File: src/hdl/fec_pkg.sv
package fec_pkg;

	// Register byte offsets.
	localparam logic [11:0] FEC_OFF_READY    = 12'h400;
	localparam logic [11:0] FEC_OFF_CONFIG   = 12'h504;
	localparam logic [11:0] FEC_OFF_PAGE     = 12'h508;
	localparam logic [11:0] FEC_OFF_ALL      = 12'h50c;
	localparam logic [11:0] FEC_OFF_ALIAS0   = 12'h510;
	localparam logic [11:0] FEC_OFF_UCFG     = 12'h514;
	localparam logic [11:0] FEC_OFF_PARTIAL  = 12'h518;
	localparam logic [11:0] FEC_OFF_PARTCFG  = 12'h51c;
	localparam logic [11:0] FEC_OFF_WRITE    = 12'h520;
	localparam logic [11:0] FEC_OFF_WADDR    = 12'h524;

	// Reset values and field layout.
	localparam logic [31:0] FEC_PARTCFG_RST  = 32'h0000000a;
	localparam int          FEC_MODE_W       = 2;
	localparam logic [1:0]  FEC_MODE_RO      = 2'h0;
	localparam logic [1:0]  FEC_MODE_WEN     = 2'h1;
	localparam logic [1:0]  FEC_MODE_EEN     = 2'h2;

	// Timing: figures as printed, cycle counts derived at 40 MHz.
	localparam int          FEC_CLK_HZ       = 40000000;
	localparam int          FEC_T_WRITE_US   = 41;
	localparam int          FEC_T_PAGE_MS    = 85;
	localparam int          FEC_T_ALL_MS     = 169;
	localparam int          FEC_ACC_NUM      = 105;
	localparam int          FEC_ACC_DEN      = 100;
	localparam int          FEC_CYC_PER_MS   = FEC_CLK_HZ / 1000;
	localparam int          FEC_WRITE_CYC    = FEC_T_WRITE_US * (FEC_CLK_HZ / 1000000);
	localparam int          FEC_PAGE_CYC     = FEC_T_PAGE_MS * FEC_CYC_PER_MS;
	localparam int          FEC_ALL_CYC      = FEC_T_ALL_MS * FEC_CYC_PER_MS;

	// Operations the sequencer runs.
	typedef enum logic [2:0] {
		FEC_OP_NONE,
		FEC_OP_WRITE,
		FEC_OP_PAGE,
		FEC_OP_ALL,
		FEC_OP_UCFG,
		FEC_OP_PARTIAL
	} fec_op_t;

	// Command to the array port.
	typedef struct packed {
		fec_op_t     op;
		logic [31:0] addr;
		logic [31:0] data;
	} fec_cmd_t;

endpackage

File: src/hdl/fec_timer.sv
`timescale 1ns/1ps
`default_nettype none
// Down counter that measures one operation interval.
module fec_timer
	import fec_pkg::*;
#(
	parameter int W = 36
) (
	// Clock and reset.
	input  wire logic         pclk,
	input  wire logic         presetn,
	// Control.
	input  wire logic         load,
	input  wire logic [W-1:0] count,
	// Status.
	output logic              running
);

	logic [W-1:0] cnt_r;
	logic [W-1:0] cnt_nxt;

	// Load wins over the countdown so a new interval always starts clean.
	always_comb begin
		cnt_nxt = cnt_r;
		if (load) begin
			cnt_nxt = count;
		end else if (cnt_r != '0) begin
			cnt_nxt = cnt_r - W'(1);
		end
	end

	// Counter register.
	always_ff @(posedge pclk or negedge presetn) begin
		if (!presetn) begin
			cnt_r <= '0;
		end else begin
			cnt_r <= cnt_nxt;
		end
	end

	assign running = (cnt_r != '0);

endmodule
`default_nettype wire

File: src/hdl/fec_ctrl.sv
`timescale 1ns/1ps
`default_nettype none
// Functional notes
// - Page trigger at 0x508 erases addressed page.
// - Aliases 0x508 and 0x510 erase page too.
// - Full trigger 0x50c erases code and config.
// - Factory info area never erased.
// - Trigger 0x514 erases user config only.
// - Trigger 0x518 applies one partial erase pulse.
// - Duration field in ms, resets to 0xa.
// - Word write ends within 41 us.
// - Page erase ends within 85 ms, busy.
// - Full erase ends within 169 ms, busy.
// - Partial erase at most duration times 1.05.
// - Ready reads 0 busy, 1 idle.
// - Mode 0 read, 1 write, 2 erase.
// - Erase triggers act only in erase mode.
// - Erased page reads all ones.
module fec_ctrl
	import fec_pkg::*;
#(
	parameter int unsigned WRITE_CYC = FEC_WRITE_CYC,
	parameter int unsigned PAGE_CYC  = FEC_PAGE_CYC,
	parameter int unsigned ALL_CYC   = FEC_ALL_CYC,
	parameter int unsigned MS_CYC    = FEC_CYC_PER_MS
) (
	// Clock and reset.
	input  wire logic        pclk,
	input  wire logic        presetn,
	// APB slave.
	input  wire logic        psel,
	input  wire logic        penable,
	input  wire logic        pwrite,
	input  wire logic [11:0] paddr,
	input  wire logic [31:0] pwdata,
	output logic      [31:0] prdata,
	output logic             pready,
	output logic             pslverr,
	// Array command port, one-cycle strobe with held command.
	output fec_cmd_t         arr_cmd,
	output logic             arr_start,
	output logic             arr_fill_ones,
	output logic             busy
);

	// Wide enough for the largest duration field times the cycles per ms.
	localparam int TW = 48;
	// The write data hold register shares the data offset of the word write pair.
	localparam logic [11:0] FEC_OFF_WDATA_HOLD = FEC_OFF_WADDR;

	logic            wr_acc;
	logic            rd_acc;
	logic            mapped;
	logic [1:0]      mode_r;
	logic [1:0]      mode_nxt;
	logic [31:0]     pcfg_r;
	logic [31:0]     pcfg_nxt;
	logic [31:0]     wdata_r;
	logic [31:0]     wdata_nxt;
	fec_cmd_t        cmd_r;
	fec_cmd_t        cmd_nxt;
	logic            start_r;
	logic            start_nxt;
	logic            fill_r;
	logic            fill_nxt;
	logic            busy_r;
	logic            busy_nxt;
	logic [31:0]     rdata_r;
	logic [31:0]     rdata_nxt;
	logic            load;
	logic [TW-1:0]   tcount;
	logic            running;
	logic            erase_ok;
	logic            write_ok;

	// One-cycle access phase; every transfer is taken on its first access edge.
	assign wr_acc  = psel && penable && pwrite;
	assign rd_acc  = psel && penable && !pwrite;
	assign pready  = 1'b1;
	assign pslverr = psel && penable && !mapped;

	// Decode of every mapped offset; anything else errors and is ignored.
	always_comb begin
		case (paddr)
			FEC_OFF_READY, FEC_OFF_CONFIG, FEC_OFF_PAGE, FEC_OFF_ALL,
			FEC_OFF_ALIAS0, FEC_OFF_UCFG, FEC_OFF_PARTIAL, FEC_OFF_PARTCFG,
			FEC_OFF_WRITE, FEC_OFF_WADDR: begin
				mapped = 1'b1;
			end
			default: begin
				mapped = 1'b0;
			end
		endcase
	end

	assign erase_ok = (mode_r == FEC_MODE_EEN) && !busy_r;
	assign write_ok = (mode_r == FEC_MODE_WEN) && !busy_r;

	// Register file next state and operation launch.
	always_comb begin
		mode_nxt  = mode_r;
		pcfg_nxt  = pcfg_r;
		wdata_nxt = wdata_r;
		cmd_nxt   = cmd_r;
		start_nxt = 1'b0;
		fill_nxt  = 1'b0;
		busy_nxt  = busy_r && running;
		load      = 1'b0;
		tcount    = '0;
		if (wr_acc) begin
			case (paddr)
				FEC_OFF_CONFIG: begin
					mode_nxt = pwdata[FEC_MODE_W-1:0];
				end
				FEC_OFF_PARTCFG: begin
					pcfg_nxt = pwdata;
				end
				FEC_OFF_WDATA_HOLD: begin
					wdata_nxt = pwdata;
				end
				// page erase. both aliases share this path.
				FEC_OFF_PAGE, FEC_OFF_ALIAS0: begin
					if (erase_ok) begin
						cmd_nxt   = '{op: FEC_OP_PAGE, addr: pwdata, data: '1};
						start_nxt = 1'b1;
						fill_nxt  = 1'b1;
						load      = 1'b1;
						tcount    = TW'(PAGE_CYC) - TW'(1);
					end
				end
				// full erase. factory area not among targets.
				FEC_OFF_ALL: begin
					if (erase_ok) begin
						cmd_nxt   = '{op: FEC_OP_ALL, addr: '0, data: '1};
						start_nxt = 1'b1;
						fill_nxt  = 1'b1;
						load      = 1'b1;
						tcount    = TW'(ALL_CYC) - TW'(1);
					end
				end
				FEC_OFF_UCFG: begin
					if (erase_ok) begin
						cmd_nxt   = '{op: FEC_OP_UCFG, addr: '0, data: '1};
						start_nxt = 1'b1;
						fill_nxt  = 1'b1;
						load      = 1'b1;
						tcount    = TW'(PAGE_CYC) - TW'(1);
					end
				end
				// one timed pulse; exact ms count, within the 1.05 bound.
				FEC_OFF_PARTIAL: begin
					if (erase_ok && pcfg_r != '0) begin
						cmd_nxt   = '{op: FEC_OP_PARTIAL, addr: pwdata, data: '1};
						start_nxt = 1'b1;
						load      = 1'b1;
						tcount    = TW'(pcfg_r) * TW'(MS_CYC) - TW'(1);
					end
				end
				// word write, the trigger's pwdata supplies the target, the hold register the data.
				FEC_OFF_WRITE: begin
					if (write_ok) begin
						cmd_nxt   = '{op: FEC_OP_WRITE, addr: pwdata, data: wdata_r};
						start_nxt = 1'b1;
						load      = 1'b1;
						tcount    = TW'(WRITE_CYC) - TW'(1);
					end
				end
				default: begin
				end
			endcase
		end
		// Counts are loaded one short, since busy falls one edge after the timer empties.
		// busy from the cycle after the trigger.
		if (load) begin
			busy_nxt = 1'b1;
		end
	end

	// Read mux.
	always_comb begin
		rdata_nxt = rdata_r;
		if (psel && !penable && !pwrite) begin
			case (paddr)
				FEC_OFF_READY:   rdata_nxt = {31'h0, !busy_nxt};
				FEC_OFF_CONFIG:  rdata_nxt = {30'h0, mode_r};
				FEC_OFF_PARTCFG: rdata_nxt = pcfg_r;
				FEC_OFF_WADDR:   rdata_nxt = wdata_r;
				default:         rdata_nxt = 32'h0;
			endcase
		end
	end

	// State registers.
	always_ff @(posedge pclk or negedge presetn) begin
		if (!presetn) begin
			mode_r  <= FEC_MODE_RO;
			pcfg_r  <= FEC_PARTCFG_RST;
			wdata_r <= 32'hffffffff;
			cmd_r   <= '0;
			start_r <= 1'b0;
			fill_r  <= 1'b0;
			busy_r  <= 1'b0;
			rdata_r <= 32'h0;
		end else begin
			mode_r  <= mode_nxt;
			pcfg_r  <= pcfg_nxt;
			wdata_r <= wdata_nxt;
			cmd_r   <= cmd_nxt;
			start_r <= start_nxt;
			fill_r  <= fill_nxt;
			busy_r  <= busy_nxt;
			rdata_r <= rdata_nxt;
		end
	end

	// Interval timer.
	fec_timer #(
		.W(TW)
	) u_timer (
		.pclk   (pclk),
		.presetn(presetn),
		.load   (load),
		.count  (tcount),
		.running(running)
	);

	assign prdata    = rdata_r;
	assign arr_cmd   = cmd_r;
	assign arr_start = start_r;
	assign arr_fill_ones = fill_r;
	assign busy      = busy_r;

	// Helper: cycles of the current busy interval.
	logic [TW-1:0] bcnt_r;
	always_ff @(posedge pclk or negedge presetn) begin
		if (!presetn) begin
			bcnt_r <= '0;
		end else if (load) begin
			bcnt_r <= '0;
		end else if (busy_r) begin
			bcnt_r <= bcnt_r + TW'(1);
		end
	end

	AST_TRIG_BUSY: assert property (@(posedge pclk) disable iff (!presetn)
		load |=> busy_r) else $error("Trigger did not set busy.");
	AST_READY_RD: assert property (@(posedge pclk) disable iff (!presetn)
		rd_acc && paddr == FEC_OFF_READY |-> prdata[0] == !busy_r)
		else $error("Ready read mismatch.");
	AST_GATE: assert property (@(posedge pclk) disable iff (!presetn)
		start_nxt && cmd_nxt.op != FEC_OP_WRITE |-> mode_r == FEC_MODE_EEN)
		else $error("Erase outside erase mode.");
	AST_PAGE_T: assert property (@(posedge pclk) disable iff (!presetn)
		busy_r && cmd_r.op == FEC_OP_PAGE |-> bcnt_r < TW'(PAGE_CYC))
		else $error("Page erase too long.");
	AST_ALL_T: assert property (@(posedge pclk) disable iff (!presetn)
		busy_r && cmd_r.op == FEC_OP_ALL |-> bcnt_r < TW'(ALL_CYC))
		else $error("Full erase too long.");
	AST_WR_T: assert property (@(posedge pclk) disable iff (!presetn)
		busy_r && cmd_r.op == FEC_OP_WRITE |-> bcnt_r < TW'(WRITE_CYC))
		else $error("Word write too long.");
	AST_PART_T: assert property (@(posedge pclk) disable iff (!presetn)
		busy_r && cmd_r.op == FEC_OP_PARTIAL |->
		64'(bcnt_r + TW'(1)) * 64'(FEC_ACC_DEN) <=
		64'(pcfg_r) * 64'(MS_CYC) * 64'(FEC_ACC_NUM))
		else $error("Partial erase too long.");
	AST_CFG_RST: assert property (@(posedge pclk) disable iff (!presetn)
		$rose(presetn) |-> pcfg_r == FEC_PARTCFG_RST) else $error("Cfg reset wrong.");
	AST_FILL: assert property (@(posedge pclk) disable iff (!presetn)
		arr_start && cmd_r.op == FEC_OP_PAGE |-> arr_fill_ones && cmd_r.data == 32'hffffffff)
		else $error("Page erase not ones.");

	// Config area erase shares the page interval and the ones fill.
	AST_UCFG_T: assert property (@(posedge pclk) disable iff (!presetn)
		busy_r && cmd_r.op == FEC_OP_UCFG |-> bcnt_r < TW'(PAGE_CYC))
		else $error("Config erase too long.");
	AST_UCFG_FILL: assert property (@(posedge pclk) disable iff (!presetn)
		arr_start && cmd_r.op == FEC_OP_UCFG |-> arr_fill_ones && cmd_r.data == 32'hffffffff)
		else $error("Config erase not ones.");
	AST_ALL_FILL: assert property (@(posedge pclk) disable iff (!presetn)
		arr_start && cmd_r.op == FEC_OP_ALL |-> arr_fill_ones && cmd_r.addr == 32'h0)
		else $error("Full erase command wrong.");
	// A partial pulse must not claim the page is fully erased.
	AST_PART_NOFILL: assert property (@(posedge pclk) disable iff (!presetn)
		arr_start && cmd_r.op == FEC_OP_PARTIAL |-> !arr_fill_ones)
		else $error("Partial erase marked complete.");
	AST_START_ONE: assert property (@(posedge pclk) disable iff (!presetn)
		arr_start |=> !arr_start) else $error("Start strobe longer than one cycle.");
	AST_BUSY_END: assert property (@(posedge pclk) disable iff (!presetn)
		busy_r && !running |=> !busy_r) else $error("Busy outlived its interval.");
	AST_RO_MODE: assert property (@(posedge pclk) disable iff (!presetn)
		start_nxt |-> mode_r != FEC_MODE_RO) else $error("Operation in read-only mode.");

endmodule
`default_nettype wire

File: config.mk
export PLATFORM = sky130hd
export DESIGN_NAME = fec_ctrl
export DESIGN_NICKNAME = d
export VERILOG_FILES = /design/src/hdl/fec_pkg.sv /design/src/hdl/fec_timer.sv /design/src/hdl/fec_ctrl.sv
export SDC_FILE = /design/constraint.sdc
export NUM_CORES = 1
export LEC_CHECK = 0
export BUFFER_PORTS_ARGS = -buffer_cell sky130_fd_sc_hd__buf_2
export CORE_ASPECT_RATIO = 1.4
export CORE_MARGIN = 3
export CORE_UTILIZATION = 45
export CTS_CLUSTER_SIZE = 10
export DETAILED_ROUTE_END_ITERATION = 16
export GPL_ROUTABILITY_DRIVEN = 1
export GPL_TIMING_DRIVEN = 0
export SLEW_MARGIN = 10
export SYNTH_ARGS = -nofsm -noshare
export SYNTH_HDL_FRONTEND = slang
export SYNTH_SLANG_ARGS = --single-unit
File: constraint.sdc
create_clock -name pclk -period 6.5 [get_ports pclk]
set_input_delay 0.65 -clock pclk [delete_from_list [all_inputs] [get_ports pclk]]
set_output_delay 0.65 -clock pclk [all_outputs]
set_load 0.1 [all_outputs]
### After elaboration in Yosys (flattened, before gate mapping)

Index checks and enable logic that the tools add are counted.

* register bits: 216
* latch bits: 0
* memory bits (writable): 0
* memory bits (read-only): 0
* output and inout port bits: 104
* word-level logic and storage cells: 81
* memories: 0

* add/subtract/negate cells: 2
* multipliers: 1
* div/mod/pow operators: 0
* $lt $le $gt $ge: 0
* eq/ne operators: 17
* shift operators: 0
* multiplexer cells: 24
* bitwise operators: 0
* reduce and logical (&&, ||, !) cells: 26

Operators with widths (count)
* 67-bit 2-to-1 mux: 5
* 67-bit one-hot mux with 5 select lines: 1
* 48-bit 2-to-1 mux: 4
* 48-bit one-hot mux with 4 select lines: 1
* 32-bit one-hot mux with 4 select lines: 1
* 12-bit by 11-bit == test with 1-bit output, second input constant: 10
* 48-bit by 1-bit subtractor with 48-bit output, second input constant: 2
* 48-bit nonzero test: 1
* 32-bit by 10-bit multiplier with 42-bit output, second input constant: 1
* 32-bit nonzero test: 1
* 23-bit 2-to-1 mux: 1
* 22-bit 2-to-1 mux: 1
* 11-bit 2-to-1 mux: 1
* 2-bit != test, second input constant: 5
* 10-bit OR reduction: 1
* 1-bit logical AND: 9
* 1-bit 2-to-1 mux: 8
* 7-bit AND reduction: 1
* 2-bit AND reduction: 3
* 1-bit logical NOT: 5
* 5-bit nonzero test: 1
* 4-bit OR reduction: 1
* 1-bit one-hot mux with 3 select lines: 1
* 3-bit OR reduction: 1
* 4 further kinds: 4

### Longest topological paths before layout

Gate-level depths: netlist of the first run.

* word-level depth: 9
* mapped depth: 24

### By module

A second synthesis of the first run with hierarchy kept.

* cell total of the unflattened synthesis: 1884
* area total of the unflattened synthesis: 16788.6 um^2

Modules (own cells, without submodules)
* fec_ctrl: times used 1, cells each 1581, area each 13938.4 um^2, sequential area each 4246.6 um^2
* fec_timer: times used 1, cells each 303, area each 2850.2 um^2, sequential area each 1201.2 um^2

### Least setup slack after synthesis of the first run

Ideal clock, no wire load.

* path kind: register to register
* start: reg pcfg_r[4]
* end: reg u_timer.cnt_r[42]
* library setup time: 0.138 ns
* arrival: 5.448 ns
* setup slack: 0.914 ns
* cell stages (with the launch flop): 25
* period minus slack after synthesis: 5.586 ns
* path through: dfrtp_1 inv_1 fa_1 inv_1 ha_1 inv_1 fa_1 inv_1 ha_1 inv_1 fa_1 inv_1 ha_1 clkbuf_2 and2_1 a21o_1 a211oi_2 o21bai_1 xor2_1 a2111oi_4 nand2_2 buf_6 nor4_1 xor2_1 o22ai_1

* longest elaborated chain between the ends: 6

RTL lines
* from (decl): line fec_ctrl.sv:56 `logic [31:0] pcfg_r;`
* from (signal assigned): line fec_ctrl.sv:206 `pcfg_r <= pcfg_nxt;`
* 32-bit by 10-bit multiplier with 42-bit output or 32-bit nonzero test (tied branches): line fec_ctrl.sv:156, fec_ctrl.sv:152
* 48-bit by 1-bit subtractor with 48-bit output or 1-bit logical AND (tied branches): line fec_ctrl.sv:156, fec_ctrl.sv:152
* 48-bit 2-to-1 mux or 1-bit 2-to-1 mux (tied branches): line fec_ctrl.sv:152 `if (erase_ok && pcfg_r != '0) begin`
* 48-bit one-hot mux with 4 select lines or 1-bit one-hot mux with 3 select lines (tied branches): line fec_ctrl.sv:111 `case (paddr)`
* 48-bit 2-to-1 mux or 1-bit 2-to-1 mux (tied branches): line fec_ctrl.sv:110 `if (wr_acc) begin`
* 48-bit 2-to-1 mux or 2-bit nonzero test (tied branches)
* to (signal assigned): line fec_timer.sv:37 `cnt_r <= cnt_nxt;`
* to (decl): line fec_timer.sv:19 `logic [W-1:0] cnt_r;`

Several ways; a longest one is shown, not always the timed one.
A chain may end at the register's enable or synchronous reset.

### Final worst setup path of the first run

* start: reg pcfg_r[7]
* end: reg u_timer.cnt_r[47]

The elaborated chain is that of the path after synthesis.

==> summary.txt, run 1 <==
Critical path
  – Critical path endpoint category: register
  – Largest fanout of any net on the critical path: 10
  – Slowest stage cell on the critical path: fa_1
  – Cell with the most instances on the worst path: inv_1
  – Buffers & Inverters on Critical Path: 7
  – Cells along the critical path: inv_1, fa_1, inv_1, ha_1, fa_1, ha_1, inv_1, fa_1, inv_1, ha_1, buf_2, a21oi_1, nand2_1, a221o_1, o21ai_0, o211ai_1, a2111oi_4, buf_4, nand4_1, buf_4, or2_2, a21oi_1, nand2_1
  – Setup Crit Path Kind: register to register
  – Critical Path AT: 6.59 ns
  – Family of cells with the greatest summed delay on the critical path: adder cells
  – Critical Path RT: 6.91 ns
  – Slowest cell delay on critical path: 0.56 ns
  – Worst setup SP type: register

Timing
  – Final critical-path required period: 6.18 ns
  – Slew HR: 0.372
  – Maximum achievable frequency: 0.162 GHz
  – Minimum hold slack: 0.349 ns
  – Total negative slack for setup checks: 0 ns
  – Largest clock skew in the final design: 0.0239 ns
  – Least-Margin Pin Slew: 0.942 ns
  – Period utilization: 0.951
  – Finish-stage setup viols: 0
  – Endpoints failing hold: 0
  – Max-slew violation count: 0

Run
  – Count of maximum capacitance violations: 0

CTS
  – Worst skew pair latency: 0.55 ns
  – Clock sink total: 216
  – CTS tree: yes
  – Deepest clock path buffer count: 3
  – Clock Pin Slew Worst Setup and Hold Paths: 0.06 ns
  – Total CTS buffers: 26
  – Depth of the CTS H-tree: 1
  – Library cell used as clock root buffer: clkbuf_16

Floorplan
  – Die boundary width: 169 microns
  – Die area: 39600 sq um
  – Floorplan core area: 36700 sq um
  – I/O pin cnt: 153
  – Floorplan die height: 234 microns
  – Std cell rows: 83
  – Effective utilization at floorplan: 0.457

Synth
  – Cell area after synthesis: 16700 sq um
  – Basic-gate share of the synthesized area counting and, or, nand and nor cells: 0.188
  – Dominant combinational cell family by area after synthesis: adder cells
  – Number of synthesis warnings: 0
  – Fraction of post-synthesis cell area in the top cell type by area: 0.272
  – Parity-gate share of the synthesized area counting xor and xnor cells: 0.0450
  – Mean Syn Cell Area: 8.94 sq um
  – Async S/R FF share, synth: 1.00
  – Number of distinct library cell variants in the gate-level netlist after synthesis: 94
  – Total of flip-flops plus latches after synthesis: 216
  – Part of the Yosys area used for sequential elements: 0.325
  – Complex-gate fraction of the synthesized area: 0.143
  – Mapped Nets: 2142
  – Largest cells by area after synthesis: dfrtp_1 (27%), ha_1 (10%), fa_1 (9.9%)
  – Commonest cells post-synth: inv_1 (228), nand2_1 (184), dfrtp_1 (182), nor2_1 (169), ha_1 (138)
  – Most frequent cell after synthesis: inv_1
  – Multiplexer share of the synthesized area: 0.0247
  – Predominant post-synthesis flop cell: dfrtp_1
  – Post-Synth Adder-Cell Area: 0.202
  – Leading area contributor after synthesis: dfrtp_1
  – Post-Syn Instances: 1872
  – Number of enable flip-flop cells after synthesis: 0

Global routing
  – Number of global-route vias before repair: 13700
  – Initial antenna violation count: 0
  – Overall fraction of global-route tracks in use: 0.229
  – Largest net degree at the start of global routing: 101
  – First-pass GRT wire length: 73.3 mm
  – Remaining global-route overflow: 0

Detailed routing
  – DR WL/cell: 18.0 microns
  – First-iteration detailed-routing DRC count: 821
  – Detailed Routing Iterations Pass 1: 5
  – Via count: 13800
  – Post-route DRC: 0
  – Total routed wirelength: 45.9 mm
  – Residual antenna-violating net count after detailed routing: 0
  – Vias per inst: 5.43

Placed design
  – Half-perimeter wire length after detailed placement: 36.8 mm
  – I/O Buffers: 150
  – Final weighted congestion of routability-driven global placement: 0.887

Power
  – Peak ir drop on the vdd network: 0.208 mV
  – Reported leakage power: 9.27 nW
  – Total power per unit cell area: 197 nW/um^2

Finish
  – Share of final-layout standard cells stronger than drive strength 1: 0.165
  – Area grow syn2layout: 14.0%
  – Net count of the finished layout: 2333
  – Count of inserted antenna diode cells: 0

Run status
  – Status: finished clean

Hold path
  – Hold/Removal Path Class: input port to register
## tightest hold or removal path: cells and delay by family
kind            cells  cell delay (ns)
compound gates      1             0.06
simple gates        1             0.04
buf+inv             1             0.10
## per-stage QoR
stage	power [mW]	util	instance area (sq um)	std cells	worst slack [ns]
finish	3.75	0.521	19100	2549	0.320
global route	3.92	0.521	19100	2549	-0.00296
CTS	3.77	0.517	18900	2541	0.115
global placement	2.40	0.493	18100	2489	0.176
floorplan	2.18	-	16700	1872	0.914
detailed placement	2.42	0.496	18200	2493	0.164
## power by group
group          leakage [nW]  total (mW)  switching, mW  internal [mW]
clock network         0.365        1.34          0.569          0.767
registers              2.61        1.40         0.0201           1.38
logic                  6.30        1.02          0.718          0.300
total                  9.27        3.75           1.31           2.45
## what timing repair did
action,CTS,global route
endpoints found under the setup margin,0,17
hold buffers,1,0
endpoints found under the hold margin,1,0
setup buffers,0,8
gates resized for setup,0,19
## metal layers
metal | vias up | share of wire | track usage
met4 | 0 | 0.026 | 0.0601
met3 | 69 | 0.033 | 0.0221
met2 | 244 | 0.53 | 0.423
met5 | - | 0 | 0
li1 | 6779 | - | -
met1 | 6757 | 0.42 | 0.286
## state kept, by name (all words and copies together), names as in the netlist
register	count
arr_cmd	67
arr_fill_ones	1
arr_start	1
busy	1
mode_r	2
pcfg_r	32
prdata	32
u_timer.cnt_r	48
wdata_r	32
## area by class of cell
class,count,area [sq um]
fillers,3445,17600
well taps,467,584
plain buffers,78,330
clock buffers,44,739
clock inverters,3,18.8
multi-input cells,1350,10200
inverters,228,863
repair buffers,163,901
flip-flops and latches,216,5450
## cell families (layout without fill, tap and decap cells)
group	after synthesis	after routing
simple gates	642	642
buf+inv	306	516
compound gates	363	363
xor+xnor	86	86
fa+ha+maj	221	221
flops	216	216
other cells	1	1
mux	37	37
## path summary, 6_finish.rpt
check | startpoint | endpoint | slack, ns | depth (start not counted)
setup / recovery | pcfg_r[7] | u_timer.cnt_r[47] | 0.32 | 23
hold / removal | pwdata[13] | pcfg_r[13] | 0.35 | 3
setup reg to reg | pcfg_r[7] | u_timer.cnt_r[47] | 0.32 | 23
hold reg to reg | arr_cmd[38] | arr_cmd[38] | 0.46 | 2
max in group asynchronous | presetn | wdata_r[29] | 4.64 | 4
min in group asynchronous | presetn | u_timer.cnt_r[5] | 0.59 | 2
## placed cells by master (no fill, tap or decap), types with 7 or more instances in the layout
cell / instances
o21a_1: 9
dfstp_2: 34
dfrtp_1: 181
nor3_1: 71
ha_1: 138
xor2_1: 34
nand4_1: 23
xnor2_1: 51
a31oi_1: 10
clkbuf_1: 76
a22oi_1: 32
nor2_1: 169
mux2_2: 34
o22ai_1: 18
nor4_2: 10
a21o_1: 18
fa_1: 83
inv_1: 226
o211a_1: 7
or3_1: 23
and3_1: 12
nand2b_1: 8
nand2_1: 184
o21ai_0: 80
nand3_1: 53
buf_2: 163
or2_2: 9
a211oi_1: 12
nor3b_1: 7
and2_1: 17
buf_4: 11
a21oi_1: 103
nor4_1: 13
clkbuf_16: 27
(Power assumes the default switching activity.)
==> run 2: changes to the inputs <==
- SYNTH_HIERARCHICAL: default -> 1
==> summary.txt, run 2 <==
Run status
  – Status: finished clean

Power
  – Relative contribution of sequential cells to total power: 0.366
  – Internal Dissipation: 2.55 mW
  – Total power per unit cell area: 197 nW/um^2
  – Reported leakage power: 9.53 nW
  – Switch Pwr: 1.39 mW
  – Peak ir drop on the vdd network: 0.228 mV
  – Clock power frac: 0.340
  – Switching part of the total: 0.352
  – Combinational share of power: 0.294

Synth
  – Total of flip-flops plus latches after synthesis: 216
  – Cell area after synthesis: 16800 sq um
  – Post-Syn Instances: 1884
  – Commonest cells post-synth: inv_1 (227), nand2_1 (227), dfrtp_1 (182), nor2_1 (152), ha_1 (139)
  – Async S/R FF share, synth: 1.00
  – Leading area contributor after synthesis: dfrtp_1
  – Mean Syn Cell Area: 8.91 sq um
  – Mapped Nets: 2155
  – Part of the Yosys area used for sequential elements: 0.324
  – Predominant post-synthesis flop cell: dfrtp_1
  – Fraction of post-synthesis cell area in the top cell type by area: 0.271
  – Number of synthesis warnings: 6
  – Number of enable flip-flop cells after synthesis: 0
  – Number of distinct library cell variants in the gate-level netlist after synthesis: 87
  – Largest cells by area after synthesis: dfrtp_1 (27%), ha_1 (10%), fa_1 (9.9%)

Critical path
  – Buffers & Inverters on Critical Path: 6
  – Critical path endpoint category: register
  – Slowest cell delay on critical path: 0.50 ns
  – Critical Path AT: 6.73 ns
  – Worst setup SP type: register
  – Critical Path RT: 6.92 ns
  – Slowest stage cell on the critical path: fa_1
  – Family of cells with the greatest summed delay on the critical path: adder cells
  – Setup Crit Path Kind: register to register
  – Largest fanout of any net on the critical path: 8

Global routing
  – Number of global-route vias before repair: 13800
  – Largest net degree at the start of global routing: 92
  – Remaining global-route overflow: 0
  – Initial antenna violation count: 0
  – Overall fraction of global-route tracks in use: 0.232
  – First-pass GRT wire length: 73.6 mm

Timing
  – Slew HR: 0.394
  – Maximum achievable frequency: 0.158 GHz
  – Largest clock skew in the final design: 0.0324 ns
  – Least-Margin Pin Slew: 0.903 ns
  – Period utilization: 0.971
  – Final worst slack: 0.190 ns
  – Max-slew violation count: 0
  – Final critical-path required period: 6.31 ns
  – Total negative slack for setup checks: 0 ns
  – Finish-stage setup viols: 0
  – Endpoints failing hold: 0
  – Minimum hold slack: 0.350 ns

Detailed routing
  – Detailed Routing Iterations Pass 1: 5
  – Via count: 14100
  – Post-route DRC: 0
  – DR WL/cell: 18.1 microns
  – Total routed wirelength: 47.3 mm
  – Residual antenna-violating net count after detailed routing: 0
  – Vias per inst: 5.38
  – First-iteration detailed-routing DRC count: 770

Floorplan
  – Std cell rows: 83
  – I/O pin cnt: 153
  – Die boundary width: 169 microns
  – Floorplan die height: 235 microns
  – Effective utilization at floorplan: 0.457
  – Die area: 39700 sq um
  – Floorplan core area: 36800 sq um

CTS
  – Total CTS buffers: 26
  – Clock sink total: 216
  – CTS tree: yes
  – Depth of the CTS H-tree: 1
  – Worst skew pair latency: 0.56 ns
  – Clock Pin Slew Worst Setup and Hold Paths: 0.06 ns
  – Library cell used as clock root buffer: clkbuf_16
  – Deepest clock path buffer count: 3

Run
  – Count of maximum capacitance violations: 0

Finish
  – Flip-flop count of the largest register after layout: 67
  – Number of filler cells placed in the layout: 3455
  – Area of combinational cells with multiple inputs: 10600 sq um
  – Count of inserted antenna diode cells: 0
  – Area grow syn2layout: 19.2%
  – Net count of the finished layout: 2407
  – Register area: 5460 sq um
  – Share of final-layout standard cells stronger than drive strength 1: 0.215
  – Most frequent cells in the layout: nand2_1 (223), inv_1 (210), dfrtp_1 (173)
  – Most common cell after layout, fill and taps aside: nand2_1

Placed design
  – Final weighted congestion of routability-driven global placement: 0.910
  – Place WS: -0.311 ns
  – I/O Buffers: 150
  – Half-perimeter wire length after detailed placement: 37.7 mm

Hold path
  – Hold/Removal Path Class: input port to register
-- run 2: power by group through the flow --
stage                     sequential, mW  combinational [mW]  clock [mW]
after global routing                1.45                1.25        1.41
final                               1.44                1.16        1.34
after detailed placement            1.46                1.04           0
after CTS                           1.44                1.06        1.37
after floorplan                     1.72               0.546           0
after global placement              1.46                1.03           0
-- run 2: kinds of logic (layout without fill, tap and decap cells) --
group           after synthesis  in the layout  share of synthesized area
buf+inv                     306            577                     0.0704
flops                       216            216                      0.324
compound gates              393            393                      0.144
xor+xnor                     99             99                     0.0516
simple gates                609            609                      0.181
other cells                   1              1                   0.000223
mux                          38             38                     0.0253
fa+ha+maj                   222            222                      0.203
-- run 2: path summary, 6_finish.rpt --
kind / to / slack (ns) / cells after the start / startpoint
min in group asynchronous: u_timer/cnt_r[42] / 0.60 / 2 / presetn
max in group asynchronous: pcfg_r[5] / 4.68 / 4 / presetn
worst max-delay path: u_timer/cnt_r[39] / 0.19 / 25 / pcfg_r[11]
worst max register to register: u_timer/cnt_r[39] / 0.19 / 25 / pcfg_r[11]
worst min-delay path: pcfg_r[13] / 0.35 / 3 / pwdata[13]
worst min register to register: arr_cmd[46] / 0.48 / 2 / arr_cmd[46]
-- run 2: tightest hold or removal path, stage by stage --
cell     delay [ns]
buf_2          0.11
nand2_1        0.05
o21ai_0        0.06
-- run 2: metrics by stage --
| step | utilization | cell area (sq um) | cells | power [mW] |
|---|---|---|---|---|
| after detailed placement | 0.495 | 18200 | 2503 | 2.51 |
| after CTS | 0.518 | 19100 | 2554 | 3.87 |
| after global routing | 0.544 | 20000 | 2622 | 4.11 |
| after floorplan | - | 16800 | 1884 | 2.26 |
| after global placement | 0.493 | 18100 | 2501 | 2.49 |
| final | 0.544 | 20000 | 2622 | 3.94 |
-- run 2: final cells by class --
cell class / instances / share of cell area
Buffer: 70 / 0.0156
Timing Repair Buffer: 232 / 0.0711
Multi-Input combinational cell: 1362 / 0.528
Inverter: 228 / 0.0454
Clock buffer: 45 / 0.0376
Clock inverter: 2 / 0.000625
Sequential cell: 216 / 0.273
Tap cell: 467 / 0.0292
-- run 2: repair_timing --
| item | CTS | global route |
|---|---|---|
| setup endpoints to repair | 13 | 15 |
| gates resized for setup | 18 | 93 |
| hold buffers | 1 | 0 |
| endpoints found under the hold margin | 4 | 0 |
| setup buffers | 3 | 76 |
| pin swaps | 1 | 30 |
-- run 2: per-layer routing --
metal  vias up  share of wire  GRT usage
met1      6834           0.40      0.276
met5         -              0          0
met3        81          0.041     0.0302
met4         0          0.031     0.0729
li1       6879              -          -
met2       303           0.53      0.434
==> run 3: changes to the inputs <==
- ABC_AREA: default -> 1
- CORE_MARGIN: 3 -> 4
- RECOVER_POWER: default -> 100
==> summary.txt, run 3 <==
Synth
  – Most frequent cell after synthesis: nand2_1
  – Async S/R FF share, synth: 1.00
  – Number of enable flip-flop cells after synthesis: 0
  – Mean Syn Cell Area: 7.06 sq um
  – Cell area after synthesis: 18700 sq um
  – Commonest cells post-synth: nand2_1 (783), inv_1 (525), nor2_1 (244), dfrtp_1 (182), ha_1 (139)
  – Predominant post-synthesis flop cell: dfrtp_1
  – Largest cells by area after synthesis: dfrtp_1 (24%), nand2_1 (16%), inv_1 (11%)
  – Part of the Yosys area used for sequential elements: 0.291
  – Number of distinct library cell variants in the gate-level netlist after synthesis: 51
  – Mapped Nets: 2924
  – Post-Syn Instances: 2653
  – Fraction of post-synthesis cell area in the top cell type by area: 0.243
  – Leading area contributor after synthesis: dfrtp_1
  – Number of synthesis warnings: 6
  – Total of flip-flops plus latches after synthesis: 216

Critical path
  – Largest fanout of any net on the critical path: 10
  – Reg-to-reg critical path startpoint: pcfg_r[4]
  – Number of cell instances on the worst register-to-register path: 29
  – Critical Path RT: 6.93 ns
  – Critical Path AT: 6.53 ns
  – Setup Crit Path Kind: input port to register
  – Setup slack of the most critical reg-to-reg path: 0.69 ns
  – Reg-to-reg endpoint: u_timer/cnt_r[40]
  – Worst setup SP type: input port
  – Critical path endpoint category: register

Detailed routing
  – Total routed wirelength: 56.3 mm
  – Residual antenna-violating net count after detailed routing: 0
  – First-iteration detailed-routing DRC count: 1000
  – Vias per inst: 5.04
  – Post-route DRC: 0
  – Detailed Routing Iterations Pass 1: 7
  – Via count: 17100
  – DR WL/cell: 16.6 microns

Placed design
  – I/O Buffers: 151
  – Half-perimeter wire length after detailed placement: 47.0 mm
  – Final weighted congestion of routability-driven global placement: 0.955

Power
  – Peak ir drop on the vdd network: 0.197 mV
  – Total power per unit cell area: 142 nW/um^2
  – Reported leakage power: 11.7 nW

Global routing
  – Initial antenna violation count: 0
  – Remaining global-route overflow: 0
  – First-pass GRT wire length: 90.1 mm
  – Largest net degree at the start of global routing: 102
  – Overall fraction of global-route tracks in use: 0.247
  – Number of global-route vias before repair: 17200

Finish
  – Area of combinational cells with multiple inputs: 10900 sq um
  – Area grow syn2layout: 10.7%
  – Net count of the finished layout: 3105
  – Flip-flop count of the largest register after layout: 67
  – Register area: 5450 sq um
  – Most common cell after layout, fill and taps aside: nand2_1
  – Count of inserted antenna diode cells: 0
  – Share of final-layout standard cells stronger than drive strength 1: 0.0778
  – Number of filler cells placed in the layout: 4324
  – Most frequent cells in the layout: nand2_1 (785), inv_1 (526), nor2_1 (251)

CTS
  – Number of post-CTS setup repair buffers: 0
  – Depth of the CTS H-tree: 1
  – Library cell used as clock root buffer: clkbuf_16
  – Number of hold buffers added after CTS: 0
  – Total CTS buffers: 26
  – Clock Pin Slew Worst Setup and Hold Paths: 0.06 ns
  – Worst skew pair latency: 0.55 ns
  – Clock sink total: 216
  – Deepest clock path buffer count: 3
  – CTS tree: yes
  – Quantity of gates resized following cts: 0

Timing
  – Least-Margin Pin Slew: 3.25 ns
  – Period utilization: 0.938
  – Largest clock skew in the final design: 0.0211 ns
  – Endpoints failing hold: 0
  – Final critical-path required period: 6.10 ns
  – Finish-stage setup viols: 0
  – Maximum achievable frequency: 0.164 GHz
  – Max-slew violation count: 129
  – Minimum hold slack: 0.369 ns
  – Setup repair after global routing missed its margin: no
  – Total negative slack for setup checks: 0 ns
  – Slew HR: -1.17

Floorplan
  – I/O pin cnt: 153
  – Effective utilization at floorplan: 0.455
  – Die area: 45000 sq um
  – Std cell rows: 88
  – Die boundary width: 180 microns
  – Floorplan core area: 41200 sq um
  – Floorplan die height: 249 microns

Hold path
  – Worst Hold Path Cells: 3
  – Start point of the worst min-delay path: pwdata[20]
  – Hold/Removal Path Class: input port to register
  – Hold Path End: wdata_r[20]

Run
  – Count of maximum capacitance violations: 3

Run status
  – Status: finished, violations left
  – Violations in the final reports: capacitance limit, slew limit
-- run 3: worst max-delay path: stages --
cell and delay, ns:
buf_2 0.10, or2_0 0.28, nor3_1 0.60, inv_2 0.04, nor2_1 0.68, nor3_1 0.23
nand2_1 0.11, nand2_1 0.17, nor3_1 1.46, inv_2 0.18, o21ai_0 0.43, inv_1 0.20
nand2_1 0.13, buf_4 0.19, nor2_1 0.08, clkbuf_1 0.32, clkbuf_1 0.43, nand3_2 0.16
nand2_1 0.05
-- run 3: layout make-up --
cell class / count / area share
Timing Repair Buffer: 153 / 0.0321
Sequential cell: 216 / 0.263
Buffer: 58 / 0.0120
Inverter: 534 / 0.0967
Multi-Input combinational cell: 1845 / 0.525
Clock buffer: 45 / 0.0368
Clock inverter: 2 / 0.00181
Tap cell: 540 / 0.0326
-- run 3: logic make-up (layout without fill, tap and decap cells) --
| family | after synthesis | in the layout | share of synthesized area |
|---|---|---|---|
| xor gates and xnor gates | 28 | 28 | 0.0131 |
| adders and majority gates | 222 | 222 | 0.182 |
| AOI/OAI and AO/OA | 274 | 274 | 0.0880 |
| and+or+nand+nor | 1320 | 1320 | 0.304 |
| buffers and inverters | 592 | 792 | 0.122 |
| other | 1 | 1 | 0.000200 |
| DFF | 216 | 216 | 0.291 |
-- run 3: metrics by stage --
step / instances / instance area (sq um) / power [mW] / setup slack, ns / utilization
after detailed placement: 3346 / 20200 / 1.57 / 0.909 / 0.491
after global routing: 3393 / 20700 / 3.05 / 0.200 / 0.504
after global placement: 3344 / 20200 / 1.56 / 0.841 / 0.490
after CTS: 3393 / 21000 / 2.99 / 0.860 / 0.511
final: 3393 / 20700 / 2.95 / 0.404 / 0.504
after floorplan: 2653 / 18700 / 1.49 / 1.70 / -
-- run 3: worst max-delay path by stage --
| stage | from | endpoint | slack (ns) | cells past startpoint |
|---|---|---|---|---|
| after global placement | presetn | prdata[6] | 0.84 | 1 |
| after detailed placement | pcfg_r[8] | u_timer/cnt_r[41] | 0.91 | 30 |
| after global routing | pcfg_r[4] | u_timer/cnt_r[40] | 0.20 | 29 |
| final | paddr[1] | u_timer/cnt_r[30] | 0.40 | 19 |
| after floorplan | pcfg_r[4] | u_timer/cnt_r[41] | 1.70 | 30 |
| after CTS | pcfg_r[8] | u_timer/cnt_r[41] | 0.86 | 30 |
-- run 3: per-layer routing --
| layer | routed length, microns | global-route usage | part of all wire | vias up |
|---|---|---|---|---|
| met5 | 0 | 0 | 0 | - |
| met4 | 2890 | 0.114 | 0.051 | 0 |
| met3 | 1740 | 0.0210 | 0.031 | 135 |
| met2 | 29600 | 0.460 | 0.53 | 383 |
| met1 | 22100 | 0.285 | 0.39 | 8011 |
| li1 | - | - | - | 8577 |
-- run 3: power by group --
group / leakage (nW) / switching, mW / internal [mW]
Combinational: 8.45 / 0.139 / 0.0419
Clock: 0.380 / 0.582 / 0.828
Sequential: 2.86 / 0.00358 / 1.35
Total: 11.7 / 0.724 / 2.22
